### src/rtc_cfg_regs.svh
// Register offsets, field positions, reset values and timing for the clock configuration slice
// Behaviour
// Configuration register returns to defaults only on power-on reset, never on other resets.
// Clock enable bit accepts writes only while the write-enable unlock bit is 1.
// Half-second status is read-only; writing the minutes/seconds low byte clears it.
// Half-second status reads 1 in second half of each second, 0 in first.
// Two-bit pointer selects window pair: 00 min/sec, 01 weekday/hour, 10 month/day, 11 reserved.
`ifndef RTC_CFG_REGS_SVH
`define RTC_CFG_REGS_SVH

// ----------------------------------------
// Register byte offsets
// ----------------------------------------
`define CFG_OFFSET 4'h0
`define WINDOW_OFFSET 4'h4

// ----------------------------------------
// Configuration field positions
// ----------------------------------------
`define CFG_CLOCK_ENABLE_BIT 15
`define CFG_UNLOCK_BIT 13
`define CFG_SYNC_BIT 12
`define CFG_HALF_SECOND_BIT 11
`define CFG_OUTPUT_ENABLE_BIT 10
`define CFG_POINTER_HI 9
`define CFG_POINTER_LO 8
`define CFG_CAL_HI 7
`define CFG_CAL_LO 0

// ----------------------------------------
// Reset values and pointer codes
// ----------------------------------------
`define CAL_RESET 8'h00
`define POINTER_RESET 2'h0
`define POINTER_MIN_SEC 2'h0
`define POINTER_RESERVED 2'h3
`define VALUE_RESET 16'h0000

// ----------------------------------------
// Timing
// ----------------------------------------
`define SECOND_NS 1000000000
`define CLOCK_PERIOD_NS 8
`define SECOND_CYCLES (`SECOND_NS / `CLOCK_PERIOD_NS)

`endif

### src/rtc_cfg_pkg.sv
// Types shared by the clock configuration slice
package rtc_cfg_pkg;
	typedef enum logic [1:0] {
		BUS_IDLE = 2'h1,
		BUS_ACK = 2'h2
	} bus_phase_type;
endpackage

### src/half_second_counter.sv
// One-second prescaler that produces the half-second status
`timescale 1ns/1ps
`include "rtc_cfg_regs.svh"

module half_second_counter #(
	parameter int unsigned CYCLES = `SECOND_CYCLES
) (
	input wire logic clock_i,
	input wire logic resetn_i,
	input wire logic ce_i,
	input wire logic run_i,
	input wire logic restart_i,
	output logic half_o
);
	localparam int unsigned W = $clog2(CYCLES);
	localparam logic [W-1:0] LAST = W'(CYCLES - 1);
	localparam logic [W-1:0] HALF = W'(CYCLES / 2);

	logic [W-1:0] count_q;
	logic [W-1:0] count_d;

	always_comb begin
		if (restart_i) begin
			count_d = '0;
		end else if (!run_i) begin
			count_d = count_q;
		end else if (count_q == LAST) begin
			count_d = '0;
		end else begin
			count_d = count_q + W'(1);
		end
	end

	// Flag is flopped from the next count so it tracks count_q exactly
	always_ff @(posedge clock_i) begin
		if (!resetn_i) begin
			count_q <= '0;
			half_o <= 1'b0;
		end else if (ce_i) begin
			count_q <= count_d;
			half_o <= (count_d >= HALF);
		end
	end

	half_tracks_count_a: assert property (@(posedge clock_i) disable iff (!resetn_i)
		half_o == (count_q >= HALF)) else $error("half-second flag disagrees with count");
endmodule // half_second_counter

### src/rtc_cfg_status.sv
// Clock configuration register, value window and Avalon-MM slave
//
// Our own choices: the Avalon-MM interface to the registers and the placing of the registers.
`timescale 1ns/1ps
`include "rtc_cfg_regs.svh"

module rtc_cfg_status #(
	parameter int unsigned SECOND_CYCLES = `SECOND_CYCLES
) (
	input wire logic clock_i,
	input wire logic resetn_i,
	input wire logic soft_resetn_i,
	input wire logic ce_i,
	input wire logic [3:0] avs_address_i,
	input wire logic avs_read_i,
	input wire logic avs_write_i,
	input wire logic [31:0] avs_writedata_i,
	input wire logic [3:0] avs_byteenable_i,
	output logic [31:0] avs_readdata_o,
	output logic avs_waitrequest_o,
	output logic clock_enable_o,
	output logic clock_output_enable_o,
	output logic half_second_o,
	output logic [1:0] value_window_pointer_o
);
	// ----------------------------------------
	// Bus handshake
	// ----------------------------------------
	rtc_cfg_pkg::bus_phase_type phase_q;
	logic request;
	logic done;
	logic cfg_hit;
	logic window_hit;
	logic cfg_wr;
	logic window_wr;
	logic minutes_seconds_value_low_wr;
	logic [15:0] cfg_view;
	logic [15:0] window_view;

	assign request = avs_read_i | avs_write_i;
	// Frozen clock enable holds the answer back, else a write would be reported done yet dropped
	assign done = request && ce_i && (phase_q == rtc_cfg_pkg::BUS_ACK);
	assign avs_waitrequest_o = request && !done;
	assign cfg_hit = (avs_address_i == `CFG_OFFSET);
	assign window_hit = (avs_address_i == `WINDOW_OFFSET);
	assign cfg_wr = done && avs_write_i && cfg_hit;
	assign window_wr = done && avs_write_i && window_hit && (value_window_pointer_o != `POINTER_RESERVED);
	assign minutes_seconds_value_low_wr = window_wr && (value_window_pointer_o == `POINTER_MIN_SEC) && avs_byteenable_i[0];

	// Other reset sources only idle the handshake; configuration keeps its contents
	always_ff @(posedge clock_i) begin
		if (!resetn_i || !soft_resetn_i) begin
			phase_q <= rtc_cfg_pkg::BUS_IDLE;
		end else if (ce_i) begin
			unique case (phase_q)
				rtc_cfg_pkg::BUS_IDLE: begin
					if (request) begin
						phase_q <= rtc_cfg_pkg::BUS_ACK;
					end
				end
				rtc_cfg_pkg::BUS_ACK: begin
					phase_q <= rtc_cfg_pkg::BUS_IDLE;
				end
				default: begin
					phase_q <= rtc_cfg_pkg::BUS_IDLE;
				end
			endcase
		end
	end

	// ----------------------------------------
	// Configuration register
	// ----------------------------------------
	logic unlock_q;
	logic [7:0] cal_q;

	always_ff @(posedge clock_i) begin
		if (!resetn_i) begin
			clock_enable_o <= 1'b0;
			unlock_q <= 1'b0;
			clock_output_enable_o <= 1'b0;
			value_window_pointer_o <= `POINTER_RESET;
		end else if (ce_i && cfg_wr && avs_byteenable_i[1]) begin
			// Lock is judged on the old unlock value, so one write cannot unlock and flip together
			if (unlock_q) begin
				clock_enable_o <= avs_writedata_i[`CFG_CLOCK_ENABLE_BIT];
			end
			unlock_q <= avs_writedata_i[`CFG_UNLOCK_BIT];
			clock_output_enable_o <= avs_writedata_i[`CFG_OUTPUT_ENABLE_BIT];
			value_window_pointer_o <= avs_writedata_i[`CFG_POINTER_HI:`CFG_POINTER_LO];
		end
	end

	always_ff @(posedge clock_i) begin
		if (!resetn_i) begin
			cal_q <= `CAL_RESET;
		end else if (ce_i && cfg_wr && avs_byteenable_i[0]) begin
			cal_q <= avs_writedata_i[`CFG_CAL_HI:`CFG_CAL_LO];
		end
	end

	// ----------------------------------------
	// Value window storage
	// ----------------------------------------
	logic [15:0] value_q [3];

	always_ff @(posedge clock_i) begin
		if (!resetn_i) begin
			for (int i = 0; i < 3; i++) begin
				value_q[i] <= `VALUE_RESET;
			end
		end else if (ce_i && window_wr) begin
			for (int b = 0; b < 2; b++) begin
				if (avs_byteenable_i[b]) begin
					value_q[value_window_pointer_o][b*8 +: 8] <= avs_writedata_i[b*8 +: 8];
				end
			end
		end
	end

	// ----------------------------------------
	// Half-second status
	// ----------------------------------------
	half_second_counter #(
		.CYCLES(SECOND_CYCLES)
	) i_half_second_counter (
		.clock_i(clock_i),
		.resetn_i(resetn_i),
		.ce_i(ce_i),
		.run_i(clock_enable_o),
		.restart_i(minutes_seconds_value_low_wr),
		.half_o(half_second_o)
	);

	// ----------------------------------------
	// Read data
	// ----------------------------------------
	always_comb begin
		cfg_view = 16'h0000;
		cfg_view[`CFG_CLOCK_ENABLE_BIT] = clock_enable_o;
		cfg_view[`CFG_UNLOCK_BIT] = unlock_q;
		cfg_view[`CFG_HALF_SECOND_BIT] = half_second_o;
		cfg_view[`CFG_OUTPUT_ENABLE_BIT] = clock_output_enable_o;
		cfg_view[`CFG_POINTER_HI:`CFG_POINTER_LO] = value_window_pointer_o;
		cfg_view[`CFG_CAL_HI:`CFG_CAL_LO] = cal_q;
	end

	// Reserved pointer code shows zeros and swallows writes
	assign window_view = (value_window_pointer_o == `POINTER_RESERVED) ? 16'h0000 :
		value_q[value_window_pointer_o];

	// Loaded in the wait cycle so data stand at the edge the master samples
	always_ff @(posedge clock_i) begin
		if (!resetn_i) begin
			avs_readdata_o <= 32'h0000_0000;
		end else if (ce_i && avs_read_i && phase_q == rtc_cfg_pkg::BUS_IDLE) begin
			if (cfg_hit) begin
				avs_readdata_o <= {16'h0000, cfg_view};
			end else if (window_hit) begin
				avs_readdata_o <= {16'h0000, window_view};
			end else begin
				avs_readdata_o <= 32'h0000_0000;
			end
		end
	end

	// ----------------------------------------
	// Checks
	// ----------------------------------------
	soft_reset_keeps_a: assert property (@(posedge clock_i) disable iff (!resetn_i)
		!soft_resetn_i |=> $stable(clock_enable_o) && $stable(cal_q) && $stable(value_window_pointer_o))
		else $error("configuration changed under a non power-on reset");

	enable_lock_a: assert property (@(posedge clock_i) disable iff (!resetn_i)
		cfg_wr && !unlock_q |=> $stable(clock_enable_o)) else $error("clock enable written while locked");

	enable_unlock_a: assert property (@(posedge clock_i) disable iff (!resetn_i)
		ce_i && cfg_wr && unlock_q && avs_byteenable_i[1]
		|=> clock_enable_o == $past(avs_writedata_i[`CFG_CLOCK_ENABLE_BIT]))
		else $error("unlocked clock enable write lost");

	half_clear_a: assert property (@(posedge clock_i) disable iff (!resetn_i)
		ce_i && minutes_seconds_value_low_wr |=> !half_second_o) else $error("half-second not cleared by seconds write");

	half_read_a: assert property (@(posedge clock_i) disable iff (!resetn_i)
		done && avs_read_i && cfg_hit |-> avs_readdata_o[`CFG_HALF_SECOND_BIT] == $past(half_second_o))
		else $error("half-second read value wrong");

	reserved_window_a: assert property (@(posedge clock_i) disable iff (!resetn_i)
		done && avs_read_i && window_hit && value_window_pointer_o == `POINTER_RESERVED
		&& $stable(value_window_pointer_o) |-> avs_readdata_o == 32'h0000_0000)
		else $error("reserved window pointer read nonzero");

	bus_answer_a: assert property (@(posedge clock_i) disable iff (!resetn_i || !soft_resetn_i)
		ce_i && request && phase_q == rtc_cfg_pkg::BUS_IDLE && !$past(request) |=> ce_i |-> !avs_waitrequest_o)
		else $error("slave answer later than one wait cycle");
endmodule // rtc_cfg_status

### config.mk
export PLATFORM = sky130hd
export DESIGN_NAME = rtc_cfg_status
export DESIGN_NICKNAME = d
export VERILOG_FILES = /design/src/rtc_cfg_pkg.sv /design/src/half_second_counter.sv /design/src/rtc_cfg_status.sv
export VERILOG_INCLUDE_DIRS = /design/src /design/src/src
export SDC_FILE = /design/constraint.sdc
export NUM_CORES = 1
export LEC_CHECK = 0
export ABC_AREA = 1
export BUFFER_PORTS_ARGS = -buffer_cell sky130_fd_sc_hd__buf_2
export CORE_MARGIN = 2
export CORE_UTILIZATION = 45
export DETAILED_ROUTE_END_ITERATION = 16
export GPL_ROUTABILITY_DRIVEN = 0
export PLACE_DENSITY = 0.63
export SLEW_MARGIN = 20
export SYNTH_ARGS = -nofsm -noshare
export SYNTH_HDL_FRONTEND = slang
export SYNTH_SLANG_ARGS = --single-unit
### constraint.sdc
create_clock -name clock_i -period 4.7 [get_ports clock_i]
set_clock_uncertainty 0.2 [all_clocks]
set_input_delay 0.705 -clock clock_i [delete_from_list [all_inputs] [get_ports clock_i]]
set_output_delay 0.705 -clock clock_i [all_outputs]
set_load 0.005 [all_outputs]
# Word level (Yosys, flattened, before mapping)
# Memories as Yosys holds them, arrays and structs flattened. A register that Yosys moved wholly into a read port is not among the register bits.
# Index checks and enable logic that the tools add are counted.
# totals
register_bits	75
ramBits	48
inputBits	46
output_inout_bits	38
n_memories	1
# mem_list
name	words	word_bits	rd	rd_clocked_by_memory_dff	wr	line_no	text
value_q	3	16	1	1	3	rtc_cfg_status.sv:105	logic [15:0] value_q [3];
# op_classes
addsub	1
magnitude_cmp	1
n_eq_ne	7
n_mux	22
n_bitwise	1
reduce_logical	24
# op_table
cell	count
27-bit 2-to-1 mux	3
16-bit 2-to-1 mux	4
27-bit by 1-bit adder with 27-bit output, second input constant	1
27-bit == test, second input constant	1
27-bit by 26-bit greater-or-equal comparator with 1-bit output, second input constant	1
16-bit OR reduction	1
1-bit logical AND	15
2-bit 2-to-1 mux	6
1-bit 2-to-1 mux	9
2-bit == test, second input constant	2
4-bit by 3-bit == test with 1-bit output, second input constant	1
4-bit zero test	1
2-bit != test, second input constant	2
2-bit AND reduction	2
1-bit zero test	3
2-bit by 1-bit == test with 1-bit output, second input constant	1
2-bit zero test	1
1-bit logical OR	1
1-bit OR	1

# Logic depth before layout (Yosys ltp)
# depth
depth_word	12
ltp_mapped	17
mapped_depth_nobuf	17

# Modules after synthesis
# A second synthesis with hierarchy kept.
# hier_totals
cells_unflattened	896
hier_area_um2	6811.5
# modules_own_cells
module	n_inst	cells_per_inst	area_per_inst_um2
rtc_cfg_status	1	512	4526.8
half_second_counter	1	384	2284.7

# Worst setup path before layout
# Ideal clock, no wire load.
# synth_timing
kind	input to register
start	input port ce_i
end	memory value_q[1][0], enable pin
setup_time_ns	0.329
arrival_time_ns	2.001
t_required_ns	4.171
slack_ns	2.170
cell_stages	7
n_path_buf	1
path_cell_list	buf_2 nand2_1 nor3b_2 nand2_1 nor3_1 nand3_1 nand2_1
# synth_rtl
item	line_no	text
start, declared	rtc_cfg_status.sv:13	input wire logic ce_i,
end, declared	rtc_cfg_status.sv:105	

==> summary.txt <==
Layout
  – Design area: 0.00708 mm^2
  – Post-layout nets: 877
  – Final core occ: 53.5%
  – Area Overhead vs Synth: 15.7%
  – # diodes: 0
  – Share of post-route cells with drive strength above 1: 12.7%
  – Fill count: 1256

STA
  – Relative slew slack: 32.5%
  – Period utilisation layout: 65.2%
  – Clock period minus worst slack: 3070 ps
  – Slew Viols, Final: 0
  – RSZ-0062 raised after global routing: no
  – Actual slew at the worst max-slew pin: 1010 ps
  – Setup TNS: 0 ps
  – Final setup vio count: 0
  – Final hold violation count: 0
  – Min Hold Slack: 260 ps
  – F_max: 326 MHz

Min path
  – Hold depth: 1
  – HP Start: avs_writedata_i[6]
  – Min-Delay Endpoint: value_q[3][6]$_DFFE_PP_
  – Hold crit path type: primary input to flop

Placed design
  – Hpwl dp: 10800 um
  – PortBufs: 49
  – DP Area: 0.00653 mm^2

Detailed routing
  – DR vias/cell: 5.32
  – WL final: 15800 um
  – Wirelength per Cell: 15.5 um
  – Drt drc: 0
  – Number of iterations in the first detailed-routing pass: 6
  – DRT iter0 DRCs: 366
  – Routed vias: 5425
  – Final ANT Viol Nets: 0

Pwr
  – Lkg Pwr: 2.91 nW
  – Pwr Total: 0.00255 W
  – Power density of the placed cells: 360 mW/mm^2
  – Peak VDD IR: 0.223 mV

Floorplan
  – Core area: 0.0132 mm^2
  – Die area: 0.0146 mm^2
  – Width of the chip: 121 um
  – Rows: 42
  – Die height: 121 um
  – Starting Density: 46.2%
  – I/O pins: 84

Synthesis
  – Top_reg_cell synth: edfxtp_1
  – Compound-Gate Fraction of Synth Area: 14.5%
  – Synth unique cells: 36
  – Sequential cell area fraction in the yosys report: 51.3%
  – Synth Area in Adders: 0.204%
  – Xor and xnor fraction of the mapped netlist area: 0.858%
  – Post-synth top area cell: edfxtp_1
  – Most frequent cell after synthesis: nor2_1
  – Area contributors post-synth: edfxtp_1 (31%), dfxtp_1 (20%), nor2_1 (9.1%)
  – Main combinational cell family by area after synthesis: simple AND/OR/NAND/NOR gates
  – Syn_area_per_cell: 7.98 um^2
  – Synth top cells by count: nor2_1 (148), nand2_1 (130), inv_1 (71)
  – Ys async rst share: 0%
  – Cell count after synthesis: 767
  – Mapped Area: 0.00612 mm^2
  – Yosys reg bits: 125
  – Post-synth EDFFs: 64
  – Post-synthesis simple-gate area fraction: 25.0%
  – Post-synth top area share: 31.4%
  – Ys Warns: 0
  – Post-synthesis mux area share: 0%

Global route
  – Overflow after GRT: 0
  – Initial antenna violation count: 0
  – Global-route wire length before repair: 25400 um
  – Gr usage total: 22.7%
  – Number of global-route vias before repair: 5125
  – Largest net degree at the start of global routing: 43

Critical path
  – Reg2reg setup slack: 1950 ps
  – Reg2reg path depth: 17
  – CP arrival: 2950 ps
  – Crit Reg-Reg Startpoint: i_half_second_counter.count_q[0]$_SDFFE_PN0P_
  – CP Launch Type: primary input
  – Critical Path RT: 4580 ps
  – CP Capture Type: flop
  – WS Path Type: primary input to flop
  – Reg2Reg Capture Point: i_half_second_counter.half_o$_SDFFE_PN0P_
  – Worst-path fanout max: 42

Clock tree
  – Worst-Skew Late Latency: 430 ps
  – Clock Pin Slew Worst Setup and Hold Paths: 60 ps
  – # resized after CTS: 0
  – TritonCTS clock tree: built
  – CTS Buf Count: 17
  – Max H-tree Level: 4
  – Root buf cell: clkbuf_16
  – Postcts setup bufs: 0
  – TritonCTS Sinks: 125
  – Clock buffer depth: 2
  – Hold buffers post-CTS: 0

Status
  – Status: complete, no violations

Job
  – MaxCap Viol Count: 0
==> worst max-delay path, stage by stage <==
cell	delay, ps
buf_2	70
buf_4	330
nand2_1	110
nor3b_2	370
nand2_1	170
nor3_1	310
nand3_1	400
nand2_1	470
==> registers in the layout, indices dropped and copies added (netlist names), named ones only <==
name	count
avs_readdata_o	16
unlock_q	1
value_q	64
clock_enable_o	1
value_window_pointer_o	2
i_half_second_counter.count_q	27
clock_output_enable_o	1
cal_q	8
i_half_second_counter.half_o	1
phase_q	2
==> power by group <==
group	total, W	internal (W)	switching (W)	leakage [nW]
clock network	0.00122	0.000730	0.000485	0.267
logic	0.000128	0.0000396	0.0000881	1.49
registers	0.00121	0.00118	0.0000234	1.15
total	0.00255	0.00196	0.000597	2.91
==> cell type report <==
class | count | area, um^2 | area share (%)
clock inverter | 8 | 60.1 | 0.848
multi-input combinational | 558 | 2610 | 36.8
tap | 176 | 220 | 3.11
clock buffer | 24 | 492 | 6.94
timing repair buffer | 55 | 290 | 4.10
inverter | 73 | 274 | 3.87
sequential | 125 | 3140 | 44.4
==> logic make-up (layout without fill, tap and decap cells) <==
| logic type | count (synthesis) | after routing |
|---|---|---|
| AOI/OAI and AO/OA | 160 | 160 |
| DFF | 125 | 125 |
| other | 1 | 32 |
| and+or+nand+nor | 359 | 359 |
| adders and majority gates | 1 | 1 |
| xor gates and xnor gates | 6 | 6 |
| buffers and inverters | 115 | 160 |
==> routing by layer <==
metal	share of wire (%)	routed length [um]	global-route usage, %	vias to the layer above
met2	49	7740	38.3	186
met5	0	0	0	-
met3	6.0	949	5.57	31
met4	2.0	323	9.67	0
li1	-	-	-	2660
met1	43	6740	27.7	2548
==> metrics by stage <==
| stage | cells | setup WS [ps] |
|---|---|---|
| 4_1_cts | 1019 | 1650 |
| 5_1_grt | 1019 | 1450 |
| 6_report | 1019 | 1630 |
| 3_3_place_gp | 987 | 1300 |
| 2_1_floorplan | 798 | 2170 |
| 3_5_place_dp | 987 | 1210 |
==> layout by cell type, fill, tap and decap left out, drive strengths merged, types with 7 or more instances in the layout <==
cell type    n
edfxtp      64
inv         73
dfxtp       61
a211oi       7
clkbuf      24
o21ai       66
a22oi       10
nand3       46
nand2      134
conb        32
nor2       157
o22ai       16
nand4        8
buf         55
a21oi       53
nor3         7
==> worst max-delay path by stage <==
| stage | from | endpoint | slack, ps | cells past startpoint |
|---|---|---|---|---|
| global route | ce_i | value_q[2][5]$_SDFFCE_PN0P_ | 1450 | 8 |
| floorplan | ce_i | value_q[1][0]$_SDFFCE_PN0P_ | 2170 | 7 |
| detailed placement | ce_i | value_q[2][11]$_SDFFCE_PN0P_ | 1210 | 8 |
| CTS | ce_i | value_q[2][13]$_SDFFCE_PN0P_ | 1650 | 8 |
| global placement | ce_i | value_q[1][7]$_SDFFCE_PN0P_ | 1300 | 8 |
| finish | ce_i | value_q[2][15]$_SDFFCE_PN0P_ | 1630 | 8 |
(Power assumes the default switching activity.)
